File: src/tw_pkg.sv
// constants and types for the two-wire master transmit block
// Operation
// RL1: flag set once START is on the bus
// RL2: flag set after address byte sent and acknowledge sampled
// RL3: flag set after data byte sent and acknowledge sampled
// RL4: status low bits hold prescaler; code sits in upper five bits
// RL5: clearing flag with enable, no start or stop, sends data byte
// RL6: software loads target address and write bit before address phase
// RL7: software loads next payload byte before clearing flag
// RL8: software checks masked status each step, branches on mismatch
// RL9: direction bit is high for read, low for write
// RL10: acknowledge is data line low, not-acknowledge high; bytes eight bits
// RL11: transfer suspended, clock held low, while flag set
// RL12: four roles exist; role reported, master send performed here
// RL13: software picks next action from status code alone
// RL14: start or repeated start: enable, start and flag bits, no stop
// RL15: stop: enable, stop and flag bits, no start
// RL16: after START status reads start-sent code
// RL17: after address status reads acked or not-acked code
// RL18: no new bus operation while flag set; clearing starts it
// RL19: flag not set after STOP
package tw_pkg;
    localparam logic [7:0] TW_CTRL_OFS = 8'h00;
    localparam logic [7:0] TW_STAT_OFS = 8'h04;
    localparam logic [7:0] TW_DATA_OFS = 8'h08;
    localparam logic [7:0] TW_RATE_OFS = 8'h0C;
    localparam logic [7:0] TW_ROLE_OFS = 8'h10;
    localparam logic [7:0] TW_IRQS_OFS = 8'h14;
    localparam logic [7:0] TW_IRQC_OFS = 8'h18;
    localparam logic [7:0] TW_IRQE_OFS = 8'h1C;
    // control bit positions
    localparam int TW_B_FLAG = 7;
    localparam int TW_B_STA = 5;
    localparam int TW_B_STO = 4;
    localparam int TW_B_WC = 3;
    localparam int TW_B_EN = 2;
    localparam logic [7:0] TW_CODE_MASK = 8'hF8;
    localparam logic [4:0] TW_C_START = 5'h01; // 0x08
    localparam logic [4:0] TW_C_RSTART = 5'h02; // 0x10
    localparam logic [4:0] TW_C_AACK = 5'h03; // 0x18
    localparam logic [4:0] TW_C_ANACK = 5'h04; // 0x20
    localparam logic [4:0] TW_C_DACK = 5'h05; // 0x28
    localparam logic [4:0] TW_C_DNACK = 5'h06; // 0x30
    localparam logic [4:0] TW_C_NONE = 5'h1F; // 0xF8
    localparam logic [7:0] TW_RATE_RST = 8'h0A;
    localparam logic [1:0] TW_PRESC_RST = 2'h0;
    localparam logic [2:0] TW_LAST_BIT = 3'h7;
    localparam int TW_NIRQ = 3;
    typedef enum logic [2:0] {
        TW_FS_IDLE = 3'b000,
        TW_FS_START = 3'b001,
        TW_FS_BIT = 3'b010,
        TW_FS_ACK = 3'b011,
        TW_FS_HOLD = 3'b100,
        TW_FS_STOP = 3'b101
    } tw_state_t;
    typedef enum logic [1:0] {
        TW_R_MSEND = 2'b00,
        TW_R_MRECV = 2'b01,
        TW_R_SSEND = 2'b10,
        TW_R_SRECV = 2'b11
    } tw_role_t;
endpackage

File: src/tw_sync3.sv
// three-stage pin synchroniser with agreement filter
`timescale 1ns/1ps
`default_nettype none
module tw_sync3 (
    input wire logic pclk,
    input wire logic presetn,
    input wire logic pin_i,
    output logic level_o
);
    logic s1_r, s2_r, s3_r;
    always_ff @(posedge pclk or negedge presetn) begin
        if (!presetn) begin
            s1_r <= 1'b1;
            s2_r <= 1'b1;
            s3_r <= 1'b1;
        end else begin
            s1_r <= pin_i;
            s2_r <= s1_r;
            s3_r <= s2_r;
        end
    end
    // only a settled value counts
    always_ff @(posedge pclk or negedge presetn) begin
        if (!presetn) begin
            level_o <= 1'b1;
        end else if (s2_r == s3_r) begin
            level_o <= s3_r;
        end
    end
endmodule
`default_nettype wire

File: src/tw_tick.sv
// quarter-bit enable pulse divider
`timescale 1ns/1ps
`default_nettype none
module tw_tick (
    input wire logic pclk,
    input wire logic presetn,
    input wire logic run,
    input wire logic [7:0] rate,
    input wire logic [1:0] presc,
    output logic tick
);
    logic [15:0] cnt_r;
    logic [15:0] lim;
    assign lim = 16'({8'h00, rate} << {presc, 1'b0});
    always_ff @(posedge pclk or negedge presetn) begin
        if (!presetn) begin
            cnt_r <= 16'h0000;
            tick <= 1'b0;
        end else if (!run || cnt_r >= lim) begin
            cnt_r <= 16'h0000;
            tick <= run;
        end else begin
            cnt_r <= cnt_r + 16'h0001;
            tick <= 1'b0;
        end
    end
endmodule
`default_nettype wire

File: src/tw_core.sv
// two-wire master transmitter with apb registers and interrupt
`timescale 1ns/1ps
`default_nettype none
module tw_core
    import tw_pkg::*;
(
    input wire logic pclk,
    input wire logic presetn,
    input wire logic psel,
    input wire logic penable,
    input wire logic pwrite,
    input wire logic [7:0] paddr,
    input wire logic [31:0] pwdata,
    output logic [31:0] prdata,
    output logic pready,
    output logic pslverr,
    input wire logic scl_i,
    output logic scl_o,
    output logic scl_oe,
    input wire logic sda_i,
    output logic sda_o,
    output logic sda_oe,
    output logic irq
);
    tw_state_t state_r;
    logic [1:0] ph_r;
    logic [2:0] bit_r;
    logic [7:0] shift_r, data_r, rate_r;
    logic [1:0] presc_r;
    logic [4:0] code_r;
    logic flag_r, sta_r, sto_r, wc_r, en_r;
    logic is_addr_r, held_r, nack_r;
    tw_role_t role_r;
    logic [TW_NIRQ-1:0] ists_r, iena_r;
    logic scl_s, sda_s, tick, set_flag, stop_done;
    logic [31:0] rd;

    tw_sync3 u_scl (
        .pclk(pclk),
        .presetn(presetn),
        .pin_i(scl_i),
        .level_o(scl_s)
    );
    tw_sync3 u_sda (
        .pclk(pclk),
        .presetn(presetn),
        .pin_i(sda_i),
        .level_o(sda_s)
    );
    tw_tick u_tick (
        .pclk(pclk),
        .presetn(presetn),
        .run(en_r && state_r != TW_FS_IDLE && state_r != TW_FS_HOLD),
        .rate(rate_r),
        .presc(presc_r),
        .tick(tick)
    );

    // apb decode
    logic wr, acc;
    assign acc = psel && penable;
    assign wr = acc && pwrite;
    function automatic logic hit(input logic [7:0] a, input logic [7:0] o);
        return a == o;
    endfunction
    logic mapped;
    assign mapped = hit(paddr, TW_CTRL_OFS) || hit(paddr, TW_STAT_OFS) ||
        hit(paddr, TW_DATA_OFS) || hit(paddr, TW_RATE_OFS) ||
        hit(paddr, TW_ROLE_OFS) || hit(paddr, TW_IRQS_OFS) ||
        hit(paddr, TW_IRQC_OFS) || hit(paddr, TW_IRQE_OFS);
    assign pready = 1'b1;
    assign pslverr = acc && !mapped;

    logic ctrl_wr, go;
    assign ctrl_wr = wr && hit(paddr, TW_CTRL_OFS);
    // writing one to the flag bit with enable set releases the engine
    assign go = ctrl_wr && pwdata[TW_B_FLAG] && pwdata[TW_B_EN]; // RL5 RL14 RL15
    logic busy;
    assign busy = state_r != TW_FS_IDLE && state_r != TW_FS_HOLD;

    always_comb begin
        rd = 32'h0000_0000;
        unique case (1'b1)
            hit(paddr, TW_CTRL_OFS):
                rd[7:0] = {flag_r, 1'b0, sta_r, sto_r, wc_r, en_r, 2'b00};
            // code masked to f8 unless flag set
            hit(paddr, TW_STAT_OFS):
                rd[7:0] = {flag_r ? code_r : TW_C_NONE, 1'b0, presc_r}; // RL4
            hit(paddr, TW_DATA_OFS): rd[7:0] = data_r;
            hit(paddr, TW_RATE_OFS): rd[7:0] = rate_r;
            hit(paddr, TW_ROLE_OFS): rd[1:0] = role_r; // RL12
            hit(paddr, TW_IRQS_OFS): rd[TW_NIRQ-1:0] = ists_r;
            hit(paddr, TW_IRQE_OFS): rd[TW_NIRQ-1:0] = iena_r;
            default: rd = 32'h0000_0000;
        endcase
    end
    // read data latched in setup phase, so access needs no wait
    always_ff @(posedge pclk or negedge presetn) begin
        if (!presetn) begin
            prdata <= 32'h0000_0000;
        end else if (psel && !penable && !pwrite) begin
            prdata <= rd;
        end
    end

    // configuration registers
    always_ff @(posedge pclk or negedge presetn) begin
        if (!presetn) begin
            rate_r <= TW_RATE_RST;
            presc_r <= TW_PRESC_RST;
            iena_r <= '0;
        end else begin
            if (wr && hit(paddr, TW_RATE_OFS)) begin
                rate_r <= pwdata[7:0];
            end
            if (wr && hit(paddr, TW_STAT_OFS)) begin
                presc_r <= pwdata[1:0];
            end
            if (wr && hit(paddr, TW_IRQE_OFS)) begin
                iena_r <= pwdata[TW_NIRQ-1:0];
            end
        end
    end

    // data register: writes while a byte is moving collide and are dropped
    logic data_wr, coll;
    assign data_wr = wr && hit(paddr, TW_DATA_OFS);
    assign coll = data_wr && !flag_r && busy;
    always_ff @(posedge pclk or negedge presetn) begin
        if (!presetn) begin
            data_r <= 8'h00;
        end else if (data_wr && !coll) begin
            data_r <= pwdata[7:0];
        end
    end

    // control bits
    always_ff @(posedge pclk or negedge presetn) begin
        if (!presetn) begin
            en_r <= 1'b0;
            sta_r <= 1'b0;
            sto_r <= 1'b0;
            wc_r <= 1'b0;
        end else begin
            if (ctrl_wr) begin
                en_r <= pwdata[TW_B_EN];
                sta_r <= pwdata[TW_B_STA];
                sto_r <= pwdata[TW_B_STO];
            end else begin
                if (set_flag) begin
                    sta_r <= 1'b0;
                end
                if (stop_done) begin
                    sto_r <= 1'b0;
                end
            end
            if (coll) begin
                wc_r <= 1'b1;
            end else if (ctrl_wr && !pwdata[TW_B_WC]) begin
                wc_r <= 1'b0;
            end
        end
    end

    // completion flag: a hardware set wins over a same-cycle clear
    always_ff @(posedge pclk or negedge presetn) begin
        if (!presetn) begin
            flag_r <= 1'b0;
        end else if (set_flag) begin
            flag_r <= 1'b1;
        end else if (go || (ctrl_wr && !pwdata[TW_B_EN])) begin
            flag_r <= 1'b0;
        end
    end

    // bus engine, advanced on quarter-bit ticks
    assign set_flag = tick && ph_r == 2'd3 && (state_r == TW_FS_ACK ||
        state_r == TW_FS_START); // RL1 RL2 RL3
    assign stop_done = tick && state_r == TW_FS_STOP && ph_r == 2'd3;
    always_ff @(posedge pclk or negedge presetn) begin
        if (!presetn) begin
            state_r <= TW_FS_IDLE;
            ph_r <= 2'd0;
            bit_r <= 3'd0;
            shift_r <= 8'h00;
            code_r <= TW_C_NONE;
            scl_oe <= 1'b0;
            sda_oe <= 1'b0;
            is_addr_r <= 1'b0;
            held_r <= 1'b0;
            nack_r <= 1'b0;
            role_r <= TW_R_MSEND;
        end else if (!en_r && !go) begin
            // a go write that also sets enable must not be lost
            state_r <= TW_FS_IDLE;
            ph_r <= 2'd0;
            scl_oe <= 1'b0;
            sda_oe <= 1'b0;
            held_r <= 1'b0;
        end else begin
            unique case (state_r)
                TW_FS_IDLE, TW_FS_HOLD: begin
                    // nothing moves until the flag is written clear
                    ph_r <= 2'd0; // RL18
                    if (go && !flag_r && state_r == TW_FS_IDLE) begin
                        if (pwdata[TW_B_STA] && !pwdata[TW_B_STO]) begin
                            state_r <= TW_FS_START; // RL14
                        end
                    end else if (go && state_r == TW_FS_HOLD) begin
                        if (pwdata[TW_B_STA] && !pwdata[TW_B_STO]) begin
                            state_r <= TW_FS_START; // RL14
                        end else if (pwdata[TW_B_STO]) begin
                            state_r <= TW_FS_STOP; // RL15
                        end else begin
                            state_r <= TW_FS_BIT; // RL5
                            shift_r <= data_r;
                            bit_r <= 3'd0;
                        end
                    end
                end
                TW_FS_START: if (tick) begin
                    unique case (ph_r)
                        2'd0: begin
                            scl_oe <= 1'b0;
                            sda_oe <= 1'b0;
                            if (scl_s && sda_s) begin
                                ph_r <= 2'd1;
                            end
                        end
                        2'd1: begin
                            sda_oe <= 1'b1;
                            ph_r <= 2'd2;
                        end
                        2'd2: begin
                            // wait for the line to stay high to catch stretch
                            if (scl_s) begin
                                ph_r <= 2'd3;
                            end
                        end
                        2'd3: begin
                            scl_oe <= 1'b1;
                            code_r <= held_r ? TW_C_RSTART : TW_C_START; // RL16
                            held_r <= 1'b1;
                            is_addr_r <= 1'b1;
                            state_r <= TW_FS_HOLD;
                        end
                    endcase
                end
                TW_FS_BIT: if (tick) begin
                    unique case (ph_r)
                        2'd0: begin
                            // low drives zero, release sends one
                            sda_oe <= !shift_r[7]; // RL9
                            ph_r <= 2'd1;
                        end
                        2'd1: begin
                            scl_oe <= 1'b0;
                            ph_r <= 2'd2;
                        end
                        2'd2: if (scl_s) begin
                            ph_r <= 2'd3;
                        end
                        2'd3: begin
                            scl_oe <= 1'b1;
                            shift_r <= {shift_r[6:0], 1'b0};
                            bit_r <= bit_r + 3'd1;
                            ph_r <= 2'd0;
                            if (bit_r == TW_LAST_BIT) begin // RL10
                                state_r <= TW_FS_ACK;
                            end
                            if (is_addr_r && bit_r == TW_LAST_BIT) begin
                                role_r <= shift_r[7] ? TW_R_MRECV
                                                     : TW_R_MSEND; // RL9
                            end
                        end
                    endcase
                end
                TW_FS_ACK: if (tick) begin
                    unique case (ph_r)
                        2'd0: begin
                            sda_oe <= 1'b0;
                            ph_r <= 2'd1;
                        end
                        2'd1: begin
                            scl_oe <= 1'b0;
                            ph_r <= 2'd2;
                        end
                        2'd2: if (scl_s) begin
                            nack_r <= sda_s; // RL10
                            ph_r <= 2'd3;
                        end
                        2'd3: begin
                            scl_oe <= 1'b1; // RL11
                            if (is_addr_r) begin
                                code_r <= nack_r ? TW_C_ANACK
                                                 : TW_C_AACK; // RL17
                            end else begin
                                code_r <= nack_r ? TW_C_DNACK : TW_C_DACK;
                            end
                            is_addr_r <= 1'b0;
                            state_r <= TW_FS_HOLD;
                        end
                    endcase
                end
                TW_FS_STOP: if (tick) begin
                    unique case (ph_r)
                        2'd0: begin
                            sda_oe <= 1'b1;
                            ph_r <= 2'd1;
                        end
                        2'd1: begin
                            scl_oe <= 1'b0;
                            ph_r <= 2'd2;
                        end
                        2'd2: if (scl_s) begin
                            ph_r <= 2'd3;
                        end
                        2'd3: begin
                            // bus freed, no flag follows
                            sda_oe <= 1'b0; // RL19
                            held_r <= 1'b0;
                            state_r <= TW_FS_IDLE;
                        end
                    endcase
                end
                default: state_r <= TW_FS_IDLE;
            endcase
        end
    end
    assign scl_o = 1'b0;
    assign sda_o = 1'b0;

    // interrupt: complete, not-acknowledge, write collision
    logic [TW_NIRQ-1:0] ev;
    assign ev = {coll, set_flag && state_r == TW_FS_ACK && nack_r, set_flag};
    always_ff @(posedge pclk or negedge presetn) begin
        if (!presetn) begin
            ists_r <= '0;
        end else if (wr && hit(paddr, TW_IRQC_OFS)) begin
            ists_r <= (ists_r & ~pwdata[TW_NIRQ-1:0]) | ev;
        end else begin
            ists_r <= ists_r | ev;
        end
    end
    assign irq = |(ists_r & iena_r);
endmodule
`default_nettype wire

File: config.mk
export PLATFORM = sky130hd
export DESIGN_NAME = tw_core
export DESIGN_NICKNAME = d
export VERILOG_FILES = /design/src/tw_pkg.sv /design/src/tw_sync3.sv /design/src/tw_tick.sv /design/src/tw_core.sv
export SDC_FILE = /design/constraint.sdc
export NUM_CORES = 1
export LEC_CHECK = 0
export BUFFER_PORTS_ARGS = -buffer_cell sky130_fd_sc_hd__buf_2
export CAP_MARGIN = 30
export CORE_UTILIZATION = 40
export CTS_CLUSTER_DIAMETER = 80
export DETAILED_ROUTE_END_ITERATION = 16
export SKIP_CTS_REPAIR_TIMING = 1
export SYNTH_ARGS = -nofsm -noshare
export SYNTH_HDL_FRONTEND = slang
export SYNTH_SLANG_ARGS = --single-unit
File: constraint.sdc
create_clock -name pclk -period 7.8 [get_ports pclk]
set_input_delay 0.78 -clock pclk [delete_from_list [all_inputs] [get_ports pclk]]
set_output_delay 0.78 -clock pclk [all_outputs]
set_load 0.01 [all_outputs]
==> results.cfg <==
[clocking]
cts_htree_levels = 3
cts_tree = yes
path_clk_slew_ns = 0.07
cts_num_sinks = 88
cts_inserted_buffers = 9
worstSkewPairLatency_ns = 0.35
clock_path_buffers = 2
clockRootBuffer = clkbuf_16

[sta]
min_period_over_period_pct = 38.2
fmax_mhz = 336
rsz0062_at_grt = false
report.final.hold_viol_count = 0
skew_ns = 0.00952
slew_headroom_pct = 40.1
final-setup-viol-count = 0
fin_tns_setup_ns = 0
worst_pin_slew_ns = 0.897
post-route-min-period_ns = 2.98
slew_viol_final = 0

[die]
die_x_um = 115
num_rows = 41
dieHeight_um = 115
pin_count = 86
start_util_pct = 40.9
die_area_um2 = 13300
core_area_um2 = 12600

[logic_synthesis]
synth_edf_count = 0
yosysSeqAreaShare_pct = 43.2
synthDistinctLibCells = 63
ys_seq_elements = 88
synth_top_flop_cell = dfrtp_1
syn_area_um2 = 5140
avgSynthCellArea_um2 = 10.2
netlist_instances = 505
synth-async-reset-ratio_pct = 100
synth_warnings = 0

[pwr]
vdd_drop_max_mv = 0.0763
p_comb_share_pct = 5.6
pwr_density_cell_nw_per_um2 = 171
intPower_w = 0.000749
pwr-share-seq_pct = 48.6
leakagePower_nw = 2.52
p_clk_share_pct = 45.9
p_switching_w = 0.000219
power_switching_share_pct = 22.6

[final_layout]
nFillCells = 1194
antennaDiodeCount = 0
multiInputGateArea_um2 = 2660
nNetsFinal = 598
drive_gt1_share_pct = 22.5
area_growth_pct = 9.91
seq_area_um2 = 2220
fin_util_pct = 44.9

[grt]
grt_max_degree = 72
antenna_found_initial = 0
use_met3_pct = 3.43
met2_usage_pct = 29.8
grt_most_used_layer = met2
grt_pass1_vias = 3601
grt_util_all_layers_pct = 18.3
grt_pass1_wl_mm = 18.5
grt_overflow = 0
groute.layer.met1.usage_pct = 23.7

[worst_setup_path]
r2r_cells = 10
reg2reg_from = presc_r[0]$_DFFE_PN0P_
critPathRequiredTime_ns = 8.06
crit_path_end_kind = flop
start_kind = flop
rr_endpoint = u_tick.cnt_r[2]$_DFF_PN0_
worst_ep_arrival_time_ns = 3.23
crit_type = reg -> reg
crit_fanout = 14
r2r_slack_ns = 4.82

[run]
drv_cap = 0

[routing]
vias = 3744
wirelength_mm = 11.2
drc = 0
postRouteAntennaNets = 0
wire_per_inst_um = 15.9
first_pass_iters = 4
drt_iter0_markers = 178
vias_per_cell = 5.30

[min_path]
min_path_type = in -> async

[place]
dp_hpwl_mm = 8.19
io_buffers = 34
gp_congestion = 0.805

[outcome]
status = finished clean
-- per-layer routing --
| metal | vias up | part of all wire (%) |
|---|---|---|
| li1 | 1800 | - |
| met2 | 104 | 49 |
| met5 | - | 0 |
| met4 | 0 | 1.8 |
| met3 | 15 | 4.0 |
| met1 | 1825 | 46 |
-- flip-flops by register name, summed over array words and instances, names as in the netlist, 2 cells and up --
signal / cells
u_tick.cnt_r: 16
iena_r: 3
ph_r: 2
bit_r: 3
rate_r: 8
code_r: 4
data_r: 8
presc_r: 2
shift_r: 8
ists_r: 3
state_r: 3
prdata: 8
-- metrics by stage --
stage | power (W) | hold slack (ns) | cell area (um^2) | setup WS, ns | std cells
floorplan | 0.000517 | 0.345 | 5240 | 5.15 | 531
global placement | 0.000531 | 0.347 | 5340 | 4.69 | 689
detailed placement | 0.000533 | 0.347 | 5350 | 4.74 | 690
CTS | 0.000977 | 0.297 | 5650 | 4.74 | 706
global route | 0.00100 | 0.305 | 5650 | 4.45 | 706
finish | 0.000968 | 0.291 | 5650 | 4.82 | 706
-- Yosys cell counts (4+ instances only) --
cell type	count	area [um^2]
and3_1	5	31.3
nor3_1	24	120
nand4_1	5	31.3
mux2_2	34	383
buf_4	27	203
a21oi_1	12	60.1
nand3_1	24	120
nor2b_1	10	62.6
mux2i_1	8	80.1
dfstp_2	14	368
xor2_1	8	70.1
ha_1	22	275
inv_1	15	56.3
a31oi_1	4	25.0
nor2_1	23	86.3
mux2_4	7	105
a22o_1	7	61.3
dfrtp_1	74	1850
clkbuf_1	18	67.6
o21ai_0	34	170
xnor2_1	5	43.8
mux4_2	5	113
nand2b_1	7	43.8
nand2_1	51	191
-- area by class of cell --
cell class / count / area share (%)
clock buffers: 14 / 4.68
flip-flops and latches: 88 / 39.3
inverters: 15 / 0.997
repair buffers: 37 / 3.46
well taps: 172 / 3.81
clock inverters: 2 / 0.665
multi-input cells: 378 / 47.1
-- power by group through the flow --
| stage | logic [W] | clock network, W | registers [W] |
|---|---|---|---|
| floorplan | 0.0000400 | 0 | 0.000477 |
| global placement | 0.0000530 | 0 | 0.000478 |
| detailed placement | 0.0000545 | 0 | 0.000478 |
| CTS | 0.0000547 | 0.000452 | 0.000470 |
| global route | 0.0000613 | 0.000472 | 0.000471 |
| finish | 0.0000538 | 0.000444 | 0.000470 |
-- critical path, cell delays in order (launching register included) --
cell	delay (ns)
dfrtp_1	0.65
mux2i_1	0.30
nor2_1	0.06
a31oi_1	0.19
ha_1	0.28
a2111oi_0	0.36
o21ai_0	0.19
a211oi_1	0.32
a21oi_1	0.12
buf_4	0.22
nor3_1	0.20
-- cells in the final DEF, fill, tap and decap left out, types with 22 or more instances in the layout --
cell      n
buf_2    33
ha_1     22
mux2_2   34
nor2_1   23
nand2_1  51
conb_1   28
o21ai_0  34
dfrtp_1  74
nand3_1  24
nor3_1   24
-- cell families (layout without fill, tap and decap cells) --
| family | after synthesis | in the layout | synth area share [%] |
|---|---|---|---|
| flops | 88 | 88 | 43.2 |
| fa+ha+maj | 24 | 24 | 5.75 |
| compound gates | 85 | 85 | 11.0 |
| mux | 54 | 54 | 13.2 |
| xor+xnor | 13 | 13 | 2.22 |
| other cells | 2 | 28 | 0.146 |
| buf+inv | 65 | 68 | 6.94 |
| simple gates | 174 | 174 | 17.5 |
-- worst max-delay path by stage --
stage                                      start                          to  slack, ns  depth (start not counted)
after floorplan           presc_r[0]$_DFFE_PN0P_  u_tick.cnt_r[10]$_DFF_PN0_       5.15                         10
after global placement    presc_r[0]$_DFFE_PN0P_   u_tick.cnt_r[4]$_DFF_PN0_       4.69                          8
after detailed placement                paddr[4]      shift_r[3]$_DFFE_PN0P_       4.74                          6
after CTS                 presc_r[0]$_DFFE_PN0P_   u_tick.cnt_r[2]$_DFF_PN0_       4.74                         10
after global routing      presc_r[0]$_DFFE_PN0P_   u_tick.cnt_r[2]$_DFF_PN0_       4.45                         10
final                     presc_r[0]$_DFFE_PN0P_   u_tick.cnt_r[2]$_DFF_PN0_       4.82                         10
No activity file was read; power rests on OpenSTA's default activity.
